`config.mk`:
```
export PLATFORM = sky130hd
export DESIGN_NAME = iogx_expander
export DESIGN_NICKNAME = d
export VERILOG_FILES = /design/src/iogx_pkg.sv /design/src/iogx_sync3.sv /design/src/iogx_expander.sv
export SDC_FILE = /design/constraint.sdc
export NUM_CORES = 1
export LEC_CHECK = 0
export BUFFER_PORTS_ARGS = -buffer_cell sky130_fd_sc_hd__buf_4
export CAP_MARGIN = 25
export CORE_UTILIZATION = 50
export CTS_CLUSTER_SIZE = 25
export DETAILED_ROUTE_END_ITERATION = 10
export PLACE_DENSITY = 0.74
export SYNTH_ARGS = -nofsm -noshare
export SYNTH_HDL_FRONTEND = slang
export SYNTH_SLANG_ARGS = --single-unit
```
`constraint.sdc`:
```
create_clock -name hclk -period 2.55 [get_ports hclk]
set_input_delay 0.1275 -clock hclk [delete_from_list [all_inputs] [get_ports hclk]]
set_output_delay 0.1275 -clock hclk [all_outputs]
set_load 0.05 [all_outputs]
```
`src/iogx_pkg.sv`:
```
`default_nettype none
package iogx_pkg;

  // ************************************************************
  // register map, byte addresses of the AHB-Lite slave
  // ************************************************************
  localparam logic [4:0] IOGX_OFS_INPUT = 5'h00;
  localparam logic [4:0] IOGX_OFS_OUTPUT = 5'h04;
  localparam logic [4:0] IOGX_OFS_POLARITY = 5'h08;
  localparam logic [4:0] IOGX_OFS_CONFIG = 5'h0c;
  localparam logic [4:0] IOGX_OFS_STATUS = 5'h10;
  localparam logic [4:0] IOGX_OFS_MASK = 5'h14;
  localparam logic [4:0] IOGX_OFS_ADDRESS = 5'h18;

  // command byte index of each port register over the serial link
  localparam logic [1:0] IOGX_CMD_INPUT = 2'h0;
  localparam logic [1:0] IOGX_CMD_OUTPUT = 2'h1;
  localparam logic [1:0] IOGX_CMD_POLARITY = 2'h2;
  localparam logic [1:0] IOGX_CMD_CONFIG = 2'h3;

  // ************************************************************
  // reset values and field positions
  // ************************************************************
  localparam logic [7:0] IOGX_CFG_RST = 8'hff;
  localparam logic [7:0] IOGX_POL_RST = 8'h00;
  localparam logic [7:0] IOGX_OUT_RST = 8'hff;
  localparam logic [7:0] IOGX_INP_RST = 8'h00;
  localparam logic [2:0] IOGX_STS_RST = 3'h0;
  localparam logic [2:0] IOGX_MASK_RST = 3'h0;
  localparam int IOGX_EV_CHANGE = 0;
  localparam int IOGX_EV_WRITE = 1;
  localparam int IOGX_EV_READ = 2;

  // ************************************************************
  // timing: serial clock rates against the 125 MHz core clock
  // ************************************************************
  localparam int IOGX_CLK_KHZ = 125000;
  localparam int IOGX_SCL_STD_KHZ = 100;
  localparam int IOGX_SCL_FAST_KHZ = 400;
  localparam int IOGX_SCL_FMP_KHZ = 1000;
  localparam int IOGX_SCL_MIN_PERIOD_CYC = IOGX_CLK_KHZ / IOGX_SCL_FMP_KHZ;

  // port register set carried as one unit
  typedef struct packed {
    logic [7:0] cfg;
    logic [7:0] pol;
    logic [7:0] outp;
    logic [7:0] inp;
  } iogx_regs_t;

  typedef enum logic [3:0] {
    IOGX_IDLE, IOGX_ADDR, IOGX_AACK, IOGX_CMD, IOGX_CACK,
    IOGX_WDAT, IOGX_WACK, IOGX_RDAT, IOGX_RACK
  } iogx_state_t;

endpackage
`default_nettype wire

```
`src/iogx_sync3.sv`:
```
`default_nettype none
// ************************************************************
// three-stage synchroniser with agreement filter
// ************************************************************
module iogx_sync3 #(
  parameter int WIDTH = 1,
  parameter logic [WIDTH-1:0] RST_VAL = '0
) (
  // clock and reset
  input wire logic clk,
  input wire logic rst_n,
  // asynchronous in, filtered out
  input wire logic [WIDTH-1:0] d,
  output logic [WIDTH-1:0] q
);
  logic [WIDTH-1:0] s1;
  logic [WIDTH-1:0] s2;
  logic [WIDTH-1:0] s3;
  logic [WIDTH-1:0] next_q;

  // s1 feeds only s2; a bit moves once s2 and s3 agree
  always_comb
  begin
    for (int i = 0; i < WIDTH; i++)
    begin
      next_q[i] = (s2[i] == s3[i]) ? s3[i] : q[i];
    end
  end

  // reset to each line's idle level, so no false edge follows reset
  always_ff @(posedge clk or negedge rst_n)
  begin
    if (!rst_n)
    begin
      s1 <= RST_VAL;
      s2 <= RST_VAL;
      s3 <= RST_VAL;
      q <= RST_VAL;
    end
    else
    begin
      s1 <= d;
      s2 <= s1;
      s3 <= s2;
      q <= next_q;
    end
  end
endmodule
`default_nettype wire

```
`src/iogx_expander.sv`:
```
// Functional notes
// - each pin is input or output by its own direction bit, master-written
// - input and output port registers hold one bit per pin, eight each
// - polarity bits invert the value returned when the input register is read
// - every register except the input register reads back its contents to the bus master; an input read returns the live pins
// - interrupt pin low while any input pin differs from its input register bit
// - reset loads register defaults and returns the control machine to idle
// - after reset all eight pins are inputs, none driving
// - target address is a fixed part plus three address pins, 64 addresses
// - serial link works at 100 kHz, 400 kHz and 1 MHz clocks
`default_nettype none
module iogx_expander #(
  parameter logic FIXED_ADDR = 1'b0
) (
  // clock and reset
  input wire logic hclk,
  input wire logic hresetn,
  // ahb-lite slave
  input wire logic hsel,
  input wire logic [31:0] haddr,
  input wire logic [1:0] htrans,
  input wire logic hwrite,
  input wire logic [2:0] hsize,
  input wire logic [31:0] hwdata,
  input wire logic hready,
  output logic hreadyout,
  output logic hresp,
  output logic [31:0] hrdata,
  // serial link, open drain data
  input wire logic scl_i,
  input wire logic sda_i,
  output logic sda_o,
  output logic sda_oe,
  // general purpose pins
  input wire logic [7:0] gpio_pin_i,
  output logic [7:0] gpio_pin_o,
  output logic [7:0] gpio_pin_oe,
  // address straps
  input wire logic [2:0] addr_select_pin_i,
  // interrupts
  output logic int_n_o,
  output logic int_n_oe,
  output logic irq
);

  // ************************************************************
  // input synchronisation
  // ************************************************************
  logic scl_s;
  logic sda_s;
  logic [7:0] pins;
  logic [2:0] strap;

  iogx_sync3 #(.WIDTH(13), .RST_VAL(13'h1800)) u_sync ( // link lines start idle high
    .clk(hclk),
    .rst_n(hresetn),
    .d({scl_i, sda_i, gpio_pin_i, addr_select_pin_i}),
    .q({scl_s, sda_s, pins, strap})
  );

  // ************************************************************
  // state
  // ************************************************************
  iogx_pkg::iogx_regs_t regs, next_regs;
  iogx_pkg::iogx_state_t state, next_state;
  logic scl_q, sda_q;
  logic [3:0] bitcnt, next_bitcnt;
  logic [7:0] shreg, next_shreg;
  logic [7:0] tx, next_tx;
  logic [1:0] cmd, next_cmd;
  logic rw, next_rw;
  logic oe, next_oe;
  logic [2:0] idle_val, next_idle_val;
  logic [2:0] start_val, next_start_val;
  logic [2:0] low_val, next_low_val;
  logic low_taken, next_low_taken;
  logic [2:0] status, next_status;
  logic [2:0] mask, next_mask;
  logic ap_wr, ap_rd, next_ap_wr, next_ap_rd;
  logic [4:0] ap_addr, next_ap_addr;
  logic [31:0] next_hrdata;
  logic int_act, next_int_act;
  logic mismatch_q;

  logic scl_rise, scl_fall, start_det, stop_det;
  logic [6:0] dev_addr;
  logic mismatch;
  logic [2:0] ev;
  logic [7:0] rd_input;

  assign scl_rise = scl_s & ~scl_q;
  assign scl_fall = ~scl_s & scl_q;
  assign start_det = scl_s & scl_q & sda_q & ~sda_s;
  assign stop_det = scl_s & scl_q & ~sda_q & sda_s;
  assign rd_input = pins ^ regs.pol;
  // only pins configured as inputs take part in the comparison
  assign mismatch = |((pins ^ regs.inp) & regs.cfg);

  // address code per strap: low, high, tied to data, tied to clock
  always_comb
  begin
    dev_addr[6] = FIXED_ADDR;
    for (int i = 0; i < 3; i++)
    begin
      if (!idle_val[i])
        dev_addr[2*i +: 2] = 2'h0;
      else if (!low_val[i])
        dev_addr[2*i +: 2] = 2'h3;
      else if (!start_val[i])
        dev_addr[2*i +: 2] = 2'h2;
      else
        dev_addr[2*i +: 2] = 2'h1;
    end
  end

  // ************************************************************
  // serial target machine and register updates
  // ************************************************************
  always_comb
  begin
    next_state = state;
    next_bitcnt = bitcnt;
    next_shreg = shreg;
    next_tx = tx;
    next_cmd = cmd;
    next_rw = rw;
    next_oe = oe;
    next_regs = regs;
    next_idle_val = idle_val;
    next_start_val = start_val;
    next_low_val = low_val;
    next_low_taken = low_taken;
    ev = 3'h0;
    ev[iogx_pkg::IOGX_EV_CHANGE] = mismatch & ~mismatch_q;

    // bus writes first; a serial write in the same cycle overrides
    if (ap_wr)
    begin
      unique case (ap_addr)
        iogx_pkg::IOGX_OFS_OUTPUT: next_regs.outp = hwdata[7:0];
        iogx_pkg::IOGX_OFS_POLARITY: next_regs.pol = hwdata[7:0];
        iogx_pkg::IOGX_OFS_CONFIG: next_regs.cfg = hwdata[7:0];
        default: ;
      endcase
    end
    // reading the input port latches the pins, which clears the change
    if (next_ap_rd && next_ap_addr == iogx_pkg::IOGX_OFS_INPUT)
      next_regs.inp = pins;

    // strap sampling for the address code, idle/start/first low
    if (state == iogx_pkg::IOGX_IDLE && scl_s && sda_s)
      next_idle_val = strap;
    if (scl_fall && !low_taken)
    begin
      next_low_val = strap;
      next_low_taken = 1'b1;
    end

    if (start_det)
    begin
      next_state = iogx_pkg::IOGX_ADDR;
      next_bitcnt = 4'h0;
      next_oe = 1'b0;
      next_start_val = strap;
      next_low_taken = 1'b0;
    end
    else if (stop_det)
    begin
      next_state = iogx_pkg::IOGX_IDLE;
      next_oe = 1'b0;
    end
    else
    begin
      unique case (state)
        iogx_pkg::IOGX_IDLE: ;
        iogx_pkg::IOGX_ADDR, iogx_pkg::IOGX_CMD, iogx_pkg::IOGX_WDAT:
        begin
          if (scl_rise)
          begin
            next_shreg = {shreg[6:0], sda_s};
            next_bitcnt = bitcnt + 4'h1;
          end
          else if (scl_fall && bitcnt == 4'h8)
          begin
            next_oe = 1'b1;
            if (state == iogx_pkg::IOGX_ADDR)
            begin
              next_rw = shreg[0];
              if (shreg[7:1] == dev_addr)
                next_state = iogx_pkg::IOGX_AACK;
              else
              begin
                next_state = iogx_pkg::IOGX_IDLE;
                next_oe = 1'b0;
              end
            end
            else if (state == iogx_pkg::IOGX_CMD)
            begin
              next_cmd = shreg[1:0];
              next_state = iogx_pkg::IOGX_CACK;
            end
            else
            begin
              unique case (cmd)
                iogx_pkg::IOGX_CMD_OUTPUT: next_regs.outp = shreg;
                iogx_pkg::IOGX_CMD_POLARITY: next_regs.pol = shreg;
                iogx_pkg::IOGX_CMD_CONFIG: next_regs.cfg = shreg;
                default: ;
              endcase
              ev[iogx_pkg::IOGX_EV_WRITE] = 1'b1;
              next_state = iogx_pkg::IOGX_WACK;
            end
          end
        end
        iogx_pkg::IOGX_AACK, iogx_pkg::IOGX_CACK, iogx_pkg::IOGX_WACK, iogx_pkg::IOGX_RACK:
        begin
          if (state == iogx_pkg::IOGX_RACK && scl_rise && sda_s)
            next_state = iogx_pkg::IOGX_IDLE; // master nack ends the read
          else if (scl_fall)
          begin
            next_bitcnt = 4'h0;
            next_oe = 1'b0;
            if (state == iogx_pkg::IOGX_CACK || state == iogx_pkg::IOGX_WACK)
              next_state = iogx_pkg::IOGX_WDAT;
            else if (state == iogx_pkg::IOGX_AACK && !rw)
              next_state = iogx_pkg::IOGX_CMD;
            else
            begin
              // read out the selected register, repeated while acked
              unique case (cmd)
                iogx_pkg::IOGX_CMD_INPUT: next_tx = rd_input;
                iogx_pkg::IOGX_CMD_OUTPUT: next_tx = regs.outp;
                iogx_pkg::IOGX_CMD_POLARITY: next_tx = regs.pol;
                default: next_tx = regs.cfg;
              endcase
              if (cmd == iogx_pkg::IOGX_CMD_INPUT)
                next_regs.inp = pins;
              next_oe = ~next_tx[7];
              ev[iogx_pkg::IOGX_EV_READ] = 1'b1;
              next_state = iogx_pkg::IOGX_RDAT;
            end
          end
        end
        iogx_pkg::IOGX_RDAT:
        begin
          if (scl_fall)
          begin
            if (bitcnt == 4'h7)
            begin
              next_oe = 1'b0;
              next_state = iogx_pkg::IOGX_RACK;
            end
            else
            begin
              next_bitcnt = bitcnt + 4'h1;
              next_tx = {tx[6:0], 1'b0};
              next_oe = ~tx[6];
            end
          end
        end
        default: next_state = iogx_pkg::IOGX_IDLE;
      endcase
    end
  end

  // ************************************************************
  // bus slave and interrupt next values
  // ************************************************************
  always_comb
  begin
    next_ap_wr = hsel & htrans[1] & hready & hwrite;
    next_ap_rd = hsel & htrans[1] & hready & ~hwrite;
    next_ap_addr = haddr[4:0];
    next_hrdata = hrdata;
    if (next_ap_rd)
    begin
      next_hrdata = 32'h0000_0000;
      unique case (next_ap_addr)
        iogx_pkg::IOGX_OFS_INPUT: next_hrdata[7:0] = rd_input;
        iogx_pkg::IOGX_OFS_OUTPUT: next_hrdata[7:0] = regs.outp;
        iogx_pkg::IOGX_OFS_POLARITY: next_hrdata[7:0] = regs.pol;
        iogx_pkg::IOGX_OFS_CONFIG: next_hrdata[7:0] = regs.cfg;
        iogx_pkg::IOGX_OFS_STATUS: next_hrdata[2:0] = status;
        iogx_pkg::IOGX_OFS_MASK: next_hrdata[2:0] = mask;
        iogx_pkg::IOGX_OFS_ADDRESS: next_hrdata[6:0] = dev_addr;
        default: ;
      endcase
    end
    next_mask = mask;
    next_status = status;
    if (ap_wr && ap_addr == iogx_pkg::IOGX_OFS_MASK)
      next_mask = hwdata[2:0];
    if (ap_wr && ap_addr == iogx_pkg::IOGX_OFS_STATUS)
      next_status = status & ~hwdata[2:0];
    // a new event beats a clear landing in the same cycle
    next_status = next_status | ev;
    next_int_act = mismatch;
  end

  always_ff @(posedge hclk or negedge hresetn)
  begin
    if (!hresetn)
    begin
      regs <= {iogx_pkg::IOGX_CFG_RST, iogx_pkg::IOGX_POL_RST,
               iogx_pkg::IOGX_OUT_RST, iogx_pkg::IOGX_INP_RST};
      state <= iogx_pkg::IOGX_IDLE;
      scl_q <= 1'b1;
      sda_q <= 1'b1;
      bitcnt <= 4'h0;
      shreg <= 8'h00;
      tx <= 8'h00;
      cmd <= 2'h0;
      rw <= 1'b0;
      oe <= 1'b0;
      idle_val <= 3'h0;
      start_val <= 3'h7; // straps count as tied high until a frame classifies them
      low_val <= 3'h7;
      low_taken <= 1'b1;
      status <= iogx_pkg::IOGX_STS_RST;
      mask <= iogx_pkg::IOGX_MASK_RST;
      ap_wr <= 1'b0;
      ap_rd <= 1'b0;
      ap_addr <= 5'h00;
      hrdata <= 32'h0000_0000;
      int_act <= 1'b0;
      mismatch_q <= 1'b0;
    end
    else
    begin
      regs <= next_regs;
      state <= next_state;
      scl_q <= scl_s;
      sda_q <= sda_s;
      bitcnt <= next_bitcnt;
      shreg <= next_shreg;
      tx <= next_tx;
      cmd <= next_cmd;
      rw <= next_rw;
      oe <= next_oe;
      idle_val <= next_idle_val;
      start_val <= next_start_val;
      low_val <= next_low_val;
      low_taken <= next_low_taken;
      status <= next_status;
      mask <= next_mask;
      ap_wr <= next_ap_wr;
      ap_rd <= next_ap_rd;
      ap_addr <= next_ap_addr;
      hrdata <= next_hrdata;
      int_act <= next_int_act;
      mismatch_q <= mismatch;
    end
  end

  // ************************************************************
  // outputs
  // ************************************************************
  assign hreadyout = 1'b1; // zero wait states
  assign hresp = 1'b0;
  assign sda_o = 1'b0;
  assign sda_oe = oe;
  assign gpio_pin_o = regs.outp;
  assign gpio_pin_oe = ~regs.cfg;
  assign int_n_o = 1'b0;
  assign int_n_oe = int_act;
  assign irq = |(status & mask);

  // ************************************************************
  // assertions
  // ************************************************************
  logic first_cyc;
  always_ff @(posedge hclk or negedge hresetn)
  begin
    if (!hresetn)
      first_cyc <= 1'b1;
    else
      first_cyc <= 1'b0;
  end

  property p_dir_write;
    @(posedge hclk) disable iff (!hresetn)
    (ap_wr && ap_addr == iogx_pkg::IOGX_OFS_CONFIG && state == iogx_pkg::IOGX_IDLE)
      |=> gpio_pin_oe == ~$past(hwdata[7:0]);
  endproperty
  a_dir_write: assert property (p_dir_write) else $error("direction write not applied");

  property p_inp_latch;
    @(posedge hclk) disable iff (!hresetn)
    (ap_rd && ap_addr == iogx_pkg::IOGX_OFS_INPUT) |-> regs.inp == $past(pins);
  endproperty
  a_inp_latch: assert property (p_inp_latch) else $error("input register not latched");

  property p_pol_read;
    @(posedge hclk) disable iff (!hresetn)
    (ap_rd && ap_addr == iogx_pkg::IOGX_OFS_INPUT) |-> hrdata[7:0] == ($past(pins) ^ $past(regs.pol));
  endproperty
  a_pol_read: assert property (p_pol_read) else $error("input read not inverted");

  property p_cfg_read;
    @(posedge hclk) disable iff (!hresetn)
    (ap_rd && ap_addr == iogx_pkg::IOGX_OFS_CONFIG) |-> hrdata == {24'h000000, $past(regs.cfg)};
  endproperty
  a_cfg_read: assert property (p_cfg_read) else $error("config read wrong");

  property p_int_set;
    @(posedge hclk) disable iff (!hresetn)
    mismatch |=> int_n_oe;
  endproperty
  a_int_set: assert property (p_int_set) else $error("interrupt not driven");

  property p_reset_vals;
    @(posedge hclk) disable iff (!hresetn)
    first_cyc |-> (regs.pol == iogx_pkg::IOGX_POL_RST && regs.outp == iogx_pkg::IOGX_OUT_RST
                   && status == iogx_pkg::IOGX_STS_RST && state == iogx_pkg::IOGX_IDLE);
  endproperty
  a_reset_vals: assert property (p_reset_vals) else $error("reset defaults wrong");

  property p_reset_inputs;
    @(posedge hclk) disable iff (!hresetn)
    first_cyc |-> gpio_pin_oe == 8'h00;
  endproperty
  a_reset_inputs: assert property (p_reset_inputs) else $error("pin driving after reset");

  property p_addr_ack;
    @(posedge hclk) disable iff (!hresetn)
    (state == iogx_pkg::IOGX_ADDR && next_state == iogx_pkg::IOGX_AACK) |-> shreg[7:1] == dev_addr;
  endproperty
  a_addr_ack: assert property (p_addr_ack) else $error("acked wrong address");

  property p_sda_scl_low;
    @(posedge hclk) disable iff (!hresetn)
    $rose(sda_oe) |-> !scl_s;
  endproperty
  a_sda_scl_low: assert property (p_sda_scl_low) else $error("data driven while clock high");

  property p_int_release;
    @(posedge hclk) disable iff (!hresetn)
    !mismatch ##1 !mismatch |-> !int_n_oe;
  endproperty
  a_int_release: assert property (p_int_release) else $error("interrupt not released");

  c_write: cover property (@(posedge hclk) disable iff (!hresetn) ev[iogx_pkg::IOGX_EV_WRITE]);
  c_read: cover property (@(posedge hclk) disable iff (!hresetn) ev[iogx_pkg::IOGX_EV_READ]);
  c_int: cover property (@(posedge hclk) disable iff (!hresetn) $rose(int_n_oe) ##[1:1000] $fell(int_n_oe));
  c_irq: cover property (@(posedge hclk) disable iff (!hresetn) $rose(irq));
endmodule
`default_nettype wire

```
-- Word-level counts from Yosys, hierarchy flattened
Cells that the tools add are included.
Widths: inputs -> output; s select.
- flip-flop bits (word level): 144
- input port bits: 87
- output and inout port bits: 55
- logic and storage cells: 259
- add/sub/neg operators: 1
- eq/ne operators: 58
- mux-type cells: 98
- bitwise logic cells: 32
- reductions and logical operators: 31
- operators by type and width (kind ; number):
    $mux 8 ; 20
    $mux 24 ; 6
    $mux 32 ; 2
    $mux 4 ; 16
    $mux 7 ; 6
    $mux 2 ; 13
    $eq 5x5->1 const B ; 5
    $mux 1 ; 24
    $ne 4x4->1 const B ; 6
    $pmux 8 s3 ; 1
    $pmux 3 s7 ; 1
    $eq 4x3->1 const B ; 5
    $eq 5x4->1 const B ; 4
    $pmux 4 s5 ; 1
    $ne 3x3->1 const B ; 6
    $reduce_and 6->1 ; 3
    $pmux 4 s4 ; 1
    $xor 8x8->8 ; 2
    $ne 2x2->1 const B ; 7
    $pmux 7 s2 ; 1
    $reduce_and 7->1 ; 2
    $eq 1x1->1 ; 13
    $and 1x1->1 ; 12
    $not 1->1 ; 12
    other kinds (32) ; 51

-- Longest topological paths before layout
Gate-level depths: netlist (run 1).
- word-level depth: 17
- gate-level depth with buffers: 8
- gate-level depth less buffers: 7

-- Hierarchy
Synthesis (run 1) repeated with hierarchy kept, for this count alone.
- cell total of the unflattened synthesis: 663
- area, all modules: 7089.3 um^2
- by module, submodules not included (module ; instances ; cells each ; area an instance (um^2) ; sequential area each (um^2)):
    iogx_expander ; 1 ; 598 ; 5631.7 ; 2333.5
    iogx_sync3 ; 1 ; 65 ; 1457.6 ; 1311.3

-- Worst setup path after synthesis (run 1)
OpenSTA, ideal clock, no wires.
- kind: register to register
- from: register state[1]
- to: register oe (netlist: sda_oe)
- library setup time: 110 ps
- arrival time: 1865 ps
- required time: 2440 ps
- setup slack: 574 ps
- cell stages (with the launch flop): 7
- clock period less this slack: 1976 ps
- path through: dfrtp_1 > buf_6 > or4b_4 > a21oi_2 > nor4b_1 > or3_1 > o41ai_1
- word-level cells in the longest chain between the ends: 9
- ends and longest elaborated chain (item ; line ; source):
    start: declaration ; iogx_expander.sv:65 ; iogx_pkg::iogx_state_t state, next_state;
    start signal: assignment ; iogx_expander.sv:306 ; state <= iogx_pkg::IOGX_IDLE;
    start signal: assignment ; iogx_expander.sv:331 ; state <= next_state;
    $eq 4x2->1 ; iogx_expander.sv:174, iogx_expander.sv:225 ;
    $logic_and 1x1->1 ; iogx_expander.sv:225 ; else if (state == iogx_pkg::IOGX_AACK && !rw)
    $mux 1 ; iogx_expander.sv:225 ;
    $mux 1 ; iogx_expander.sv:223 ; if (state == iogx_pkg::IOGX_CACK || state == iogx_pkg::IOGX_WACK)
    $mux 1 ; iogx_expander.sv:219 ; else if (scl_fall)
    $mux 1 ; iogx_expander.sv:217 ; if (state == iogx_pkg::IOGX_RACK && scl_rise && sda_s)
    $pmux 1 s3 ; iogx_expander.sv:174 ; unique case (state)
    $mux 1 ; iogx_expander.sv:167 ; else if (stop_det)
    $mux 1 ; iogx_expander.sv:159 ; if (start_det)
    end signal: assignment ; iogx_expander.sv:339 ; oe <= next_oe;
    end: declaration ; iogx_expander.sv:72 ; logic oe, next_oe;
Several ways; a longest one is shown, not always the timed one. The select of a mux whose other input is x is not followed.
A chain may end at the register's enable or synchronous reset.

-- Worst setup path after layout (run 1)
- from: register state[0]
- to: register state[1]
- word-level cells in the longest chain between the ends: 8
- ends and longest elaborated chain (item ; line):
    $eq 4x2->1 / $eq 4x3->1 (equally long branches) ; iogx_expander.sv:174, iogx_expander.sv:197, iogx_expander.sv:223
    $mux 2 / $logic_or 1x1->1 (equally long branches) ; iogx_expander.sv:197, iogx_expander.sv:223
    $mux 4 / $mux 3 (equally long branches) ; iogx_expander.sv:186, iogx_expander.sv:223
    $mux 4, on equally long branches ; iogx_expander.sv:183, iogx_expander.sv:219
    $mux 4, on equally long branches ; iogx_expander.sv:178, iogx_expander.sv:217
    $pmux 4 s4 ; iogx_expander.sv:174
    $mux 4 ; iogx_expander.sv:167
    $mux 4 ; iogx_expander.sv:159
Several ways; a longest one is shown, not always the timed one. The select of a mux whose other input is x is not followed.

==> results of run 1 <==
kinds of logic after synthesis:
kind of cell             share of synthesized area (%)
adder cells (fa/ha/maj)                           2.17
multiplexers                                      11.4
AO/OA/AOI/OAI                                     14.6
buffers and inverters                             6.51
AND/OR/NAND/NOR                                   12.1
other                                            0.105
XOR/XNOR                                          2.08
flip-flops                                        51.0
routing by layer:
metal | vias up | share of wire [%] | GRT usage, % | routed length (um)
li1 | 2453 | - | - | -
met4 | 0 | 3.0 | 11.8 | 517
met5 | - | 0 | 0 | 0
met2 | 190 | 48 | 38.5 | 8130
met3 | 41 | 5.3 | 4.49 | 906
met1 | 2601 | 44 | 32.1 | 7420
worst reg2reg max path, delay by kind of cell, from the launching register on:
family	cells	cell delay (ns)
compound gates	3	0.73
simple gates	2	0.90
flops	1	0.54
state kept, by name (all words and copies together), names as in the netlist, 2 cells and up:
signal and cells:
status 3, bitcnt 4, u_sync.s1 13, gpio_pin_o 8
regs 24, shreg 8, cmd 2, u_sync.s3 13
low_val 3, state 4, tx 7, hrdata 8
idle_val 3, start_val 3, mask 3, u_sync.q 13
ap_addr 5, u_sync.s2 13
where the power goes:
part           internal [mW]  switching [mW]
Clock                   1.58           0.930
Combinational          0.715           0.852
Sequential              2.66           0.450
Total                   4.95            2.23
synthesized netlist by cell type, types with 13 or more instances:
library cell	number
dfstp_2	33
a21oi_1	42
nor3b_1	16
mux2i_1	30
o21ai_0	29
mux2_2	40
dfrtp_1	111
clkbuf_1	19
nand2_1	31
nor2_1	42
maj3_1	13
inv_1	18
buf_4	36
worst max path at each step:
stage | startpoint | end | slack [ns]
floorplan | state[1]$_DFFE_PN0P_ | sda_oe$_DFFE_PN0P_ | 0.57
global placement | state[0]$_DFFE_PN0P_ | sda_oe$_DFFE_PN0P_ | 0.29
detailed placement | state[3]$_DFFE_PN0P_ | tx[3]$_DFFE_PN0P_ | 0.21
CTS | state[3]$_DFFE_PN0P_ | tx[3]$_DFFE_PN0P_ | 0.22
global route | state[0]$_DFFE_PN0P_ | state[3]$_DFFE_PN0P_ | 0.11
finish | state[0]$_DFFE_PN0P_ | state[1]$_DFFE_PN0P_ | 0.26
final cells by class:
type / count / area [um2] / share of cell area [%]
Clock inverter: 11 / 139 / 1.62
Sequential cell: 144 / 3640 / 42.6
Inverter: 18 / 67.6 / 0.790
Timing Repair Buffer: 105 / 877 / 10.3
Multi-Input combinational cell: 446 / 3140 / 36.7
Clock buffer: 21 / 460 / 5.39
Tap cell: 180 / 225 / 2.63
stage by stage:
| stage | hold slack, ns | instances | area, um2 |
|---|---|---|---|
| after floorplan | -0.168 | 674 | 7250 |
| after global placement | 0.112 | 868 | 7700 |
| after detailed placement | 0.119 | 868 | 7700 |
| after CTS | 0.0161 | 924 | 8540 |
| after global routing | 0.0307 | 925 | 8550 |
| final | 0.0378 | 925 | 8550 |
==> flow_summary.yaml, run 1 <==
cells_and_area:
  drive_gt1_share_pct: 26.4
  final_nets: 821
  fillers: 1081
  final_common_cell: "dfrtp_1"
  fin_util_pct: 61.4
  diodes: 0
  syn2layout_area_growth_pct: 19.6
  final_cell_mix: "111 x dfrtp_1, 77 x buf_4, 42 x nor2_1, 42 x a21oi_1, 40 x mux2_2"
synthesis:
  synth.largest_area_cell: "dfrtp_1"
  ys.flop_type: "dfrtp_1"
  async_flop_share_pct: 100
  synth_top_area_share_pct: 38.9
  netlist_area_mm2: 0.00715
  yosys_warnings: 0
  synth_area_leaders: "dfrtp_1 39%, dfstp_2 12%, mux2_2 6.3%"
  synth.distinct_cells: 74
  syn_area_per_cell_um2: 11.0
  synth-edff-count: 0
  synth_seq_cells: 144
  synth_cells: 648
  ys_seq_area_share_pct: 51.0
setup_path:
  cp.depth: 5
  critPathKind: "register to register"
  r2r_slack_ns: 0.26
  cp.arrival_ns: 2.59
  worst-r2r-cell-count: 5
  cp_top_family: "simple AND/OR/NAND/NOR gates"
  startpoint_type: "register"
  rr_endpoint: "state[1]$_DFFE_PN0P_"
  worstPathRequired_ns: 2.85
  critPathCaptureType: "register"
  slowest_delay_ns: 0.65
  r2r_start: "state[0]$_DFFE_PN0P_"
  cp_cell_sequence: "or4b_4 -> o31ai_4 -> a211oi_2 -> or2_1 -> o41ai_1"
  cp_max_fo: 15
  worst-path-buf-inv: 0
  cpMaxStageDelayCell: "or4b_4"
grt:
  grt_pass1_wl_um: 26800
  grt_max_degree: 66
  gr-total-overflow: 0
  grt_use_total_pct: 24.3
  grt_pass1_vias: 5094
  antenna_found_initial: 0
place:
  port_buffers: 58
  place_congestion: 0.840
  dpl.hpwl_um: 11600
  place_ws_ns: 0.213
floorplan:
  start_util_pct: 51.3
  dieHeight_um: 122
  num_rows: 43
  die_area_mm2: 0.0148
  core-area_mm2: 0.0139
  die_x_um: 122
  io_pins: 142
clocking:
  clock_latency_ns: 0.42
  hold_buffers: 24
  post-cts-setup-buffer-count: 0
  cts_tree: "done"
  postCtsResizedCells: 0
  clockRootBuffer: "clkbuf_16"
  clk_pin_slew_ns: 0.06
  clock_sinks: 144
  htreeDepth: 4
  clk_path_buf_depth: 2
  cts_buffers: 17
timing:
  slew_headroom_pct: 49.0
  finClkSkew_ns: 0.00624
  rsz0062_at_grt: "no"
  final.setup.tns_ns: 0
  setup_viol_count_final: 0
  max_freq_mhz: 437
  maxSlewViolCount: 0
  fin_crit_ns: 2.29
  post-route-period-util_pct: 89.8
  max_slew.worst_pin.slew_ns: 0.764
  hold_violations: 0
  setup_ws_ns: 0.261
min_path:
  hold_path_startpoint: "hwdata[6]"
  hold_path_depth: 3
  hold_end: "regs[30]$_DFF_PN1_"
  worstHoldPathType: "input pin to register"
power_and_ir_drop:
  p_per_area_mw_per_mm2: 840
  total_power_mw: 7.18
  p_leak_nw: 3.82
  irDropWorstVdd_mv: 0.473
routing:
  first_pass_iters: 5
  drtIter0Drc: 439
  vias: 5285
  route.detailed.drc: 0
  wl_um: 17000
  routed_via_density: 5.71
  final_antenna_net_count: 0
  avgRoutedWirePerCell_um: 18.4
job:
  maxCapViolations: 0
outcome:
  status: "complete, no violations"
No activity file was read; power rests on OpenSTA's default activity.
==> inputs of run 2 (changes only) <==
--- a/config.mk
+++ b/config.mk
@@ -10,7 +10,10 @@
 export CORE_UTILIZATION = 50
 export CTS_CLUSTER_SIZE = 25
 export DETAILED_ROUTE_END_ITERATION = 10
+export HOLD_SLACK_MARGIN = 0.1
 export PLACE_DENSITY = 0.74
+export RECOVER_POWER = 100
 export SYNTH_ARGS = -nofsm -noshare
 export SYNTH_HDL_FRONTEND = slang
+export SYNTH_HIERARCHICAL = 1
 export SYNTH_SLANG_ARGS = --single-unit
==> run 2 against run 1 <==
  * Combinational power hardly changed
  * Clock skew increased by 0.0012 ns
  * Clock power is 5% lower
  * Sequential cell count unchanged
  * Routed wire length down 5.6%
==> flow_summary.yaml, run 2 <==
synthesis:
  yosys_warnings: 6
  syn_area_per_cell_um2: 10.7
  synth-compound-area-share_pct: 11.5
  yosysMostFrequentCell: "dfrtp_1"
  synth_fa_ha_area_share_pct: 2.42
  synth_seq_cells: 144
  synth.distinct_cells: 60
  synth_top_area_share_pct: 39.2
  synth-edff-count: 0
  synth_cells: 663
  synth.largest_area_cell: "dfrtp_1"
  synth.area.mux_share_pct: 11.8
  netlist_area_mm2: 0.00709
  synth_top_family_by_area: "simple AND/OR/NAND/NOR gates"
  ys_seq_area_share_pct: 51.4
  synth_area_leaders: "dfrtp_1 39%, dfstp_2 12%, mux2_2 7.0%"
  synth_xor_area_share_pct: 3.09
  synth_simple_gate_area_share_pct: 13.0
  synth_common_cells: "111 x dfrtp_1, 66 x nand2_1, 55 x o21ai_0, 44 x mux2_2, 38 x buf_4"
  ys.flop_type: "dfrtp_1"
  async_flop_share_pct: 100
clocking:
  clk_path_buf_depth: 2
  postCtsResizedCells: 0
  clk_pin_slew_ns: 0.06
  clockRootBuffer: "clkbuf_16"
  clock_latency_ns: 0.43
  htreeDepth: 4
  cts_tree: "done"
  cts_buffers: 17
  clock_sinks: 144
timing:
  rsz0062_at_grt: "no"
  timing.hold.ws_ns: 0.222
  post-route-period-util_pct: 92.5
  slew_headroom_pct: 14.9
  maxSlewViolCount: 0
  setup_ws_ns: 0.191
  final.setup.tns_ns: 0
  fin_crit_ns: 2.36
  max_freq_mhz: 424
  max_slew.worst_pin.slew_ns: 1.28
  finClkSkew_ns: 0.00742
  setup_viol_count_final: 0
  hold_violations: 0
cells_and_area:
  final_nets: 836
  final_cell_mix: "111 x dfrtp_1, 66 x nand2_1, 56 x o21ai_0"
  drive_gt1_share_pct: 19.9
  largest_reg_flops: 24
  syn2layout_area_growth_pct: 17.1
  fillers: 1174
  largest-register: "regs"
  diodes: 0
  fin_area_mm2: 0.00830
  fin_util_pct: 59.8
  final_common_cell: "dfrtp_1"
  final_cells: 940
setup_path:
  r2r_start: "state[2]$_DFFE_PN0P_"
  slowest_delay_ns: 0.57
  cp_cell_sequence: "nor4b_4 -> a21oi_2 -> a2111o_1 -> and3_1 -> mux2_1"
  startpoint_type: "register"
  cpMaxStageDelayCell: "dfrtp_1"
  cp.arrival_ns: 2.67
  critPathCaptureType: "register"
  cp_max_fo: 17
  worstPathRequired_ns: 2.86
  critPathKind: "register to register"
  crit_start: "state[2]$_DFFE_PN0P_"
floorplan:
  num_rows: 43
  die_x_um: 121
  die_area_mm2: 0.0147
  dieHeight_um: 121
  io_pins: 142
  start_util_pct: 51.1
  core-area_mm2: 0.0139
place:
  place_congestion: 0.871
  port_buffers: 58
  dpl.hpwl_um: 11200
  place.detailed.instances: 879
  place_ws_ns: 0.254
  placed_area_mm2: 0.00761
power_and_ir_drop:
  switching_share_pct: 33.9
  power_frac_seq_pct: 43.7
  total_power_mw: 7.01
  pwr-share-comb_pct: 22.4
  irDropWorstVdd_mv: 0.499
  p_leak_nw: 3.64
  internal_power_mw: 4.64
  clockPowerShare_pct: 33.9
  p_sw_mw: 2.37
  p_per_area_mw_per_mm2: 845
grt:
  grt_use_total_pct: 23.6
  gr-total-overflow: 0
  grt_pass1_wl_um: 26500
  grt_max_degree: 66
  grt_pass1_vias: 5244
  antenna_found_initial: 0
routing:
  drtIter0Drc: 306
  route.detailed.drc: 0
  routed_via_density: 5.58
  wl_um: 16000
  first_pass_iters: 5
  final_antenna_net_count: 0
  avgRoutedWirePerCell_um: 17.0
  vias: 5249
outcome:
  status: "complete, no violations"
job:
  maxCapViolations: 0
min_path:
  worstHoldPathType: "input pin to register"
  hold_path_startpoint: "hwrite"
run 2: cell types whose count changed in the layout (fill, tap and decap cells not counted), moves of 7 or more:
| cell | before | now |
|---|---|---|
| clkbuf_4 | 1 | 14 |
| nand2_1 | 31 | 66 |
| xnor2_1 | 12 | 23 |
| o21ai_0 | 29 | 56 |
| dfstp_2 | 33 | 26 |
| dfstp_1 | 0 | 7 |
| a21oi_1 | 42 | 33 |
| nor2_1 | 42 | 33 |
| nor2b_1 | 7 | 16 |
| clkbuf_1 | 2 | 33 |
| a22o_1 | 12 | 0 |
| nor3b_1 | 16 | 5 |
| inv_6 | 0 | 9 |
| buf_4 | 77 | 23 |
run 2: logic make-up (layout without fill, tap and decap cells):
| group | after synthesis | after routing |
|---|---|---|
| buffers and inverters | 86 | 157 |
| AND/OR/NAND/NOR | 180 | 180 |
| AO/OA/AOI/OAI | 135 | 135 |
| multiplexers | 76 | 76 |
| XOR/XNOR | 25 | 25 |
| other | 2 | 28 |
| flip-flops | 144 | 144 |
| adder cells (fa/ha/maj) | 15 | 15 |
run 2: path summary, 6_finish.rpt:
check / to / slack, ns / cells past startpoint
setup / recovery: state[2]$_DFFE_PN0P_ / 0.19 / 5
hold / removal: hrdata[7]$_DFFE_PN0P_ / 0.22 / 4
setup reg to reg: state[2]$_DFFE_PN0P_ / 0.19 / 5
hold reg to reg: u_sync/s2[1]$_DFF_PN0_ / 0.35 / 0
max in group asynchronous: status[1]$_DFF_PN0_ / 0.63 / 3
min in group asynchronous: u_sync/s3[9]$_DFF_PN0_ / 0.51 / 2
run 2: power groups by stage:
stage	logic (mW)	registers, mW	clock network [mW]
after floorplan	1.24	3.00	0
after global routing	1.72	3.11	2.52
after CTS	1.62	3.06	2.42
final	1.57	3.06	2.38
after global placement	1.52	3.07	0
after detailed placement	1.57	3.10	0
run 2: what timing repair did:
item,CTS,global route
setup buffers,0,0
hold buffers,29,0
setup endpoints to repair,0,0
hold endpoints to repair,135,0
run 2: per-layer routing:
metal,part of all wire [%],global-route usage (%),routed length (um),vias up
met5,0,0,0,-
met4,2.5,9.57,399,0
met3,5.3,5.69,846,38
met2,49,37.6,7800,185
met1,44,31.0,6980,2600
li1,-,-,-,2426
run 2: area by class of cell:
type / instances / area [um2] / share of cell area (%)
clock buffer: 17 / 425 / 5.13
timing repair buffer: 106 / 757 / 9.12
sequential: 144 / 3640 / 43.9
inverter: 19 / 71.3 / 0.859
multi-input combinational: 459 / 3040 / 36.6
tap: 180 / 225 / 2.71
clock inverter: 15 / 138 / 1.66
run 2: worst max-delay path, delay by kind of cell, from the launching register on:
kind / cells / cell delay [ns]
multiplexers: 1 / 0.34
flip-flops: 1 / 0.57
AO/OA/AOI/OAI: 2 / 0.58
AND/OR/NAND/NOR: 2 / 0.75
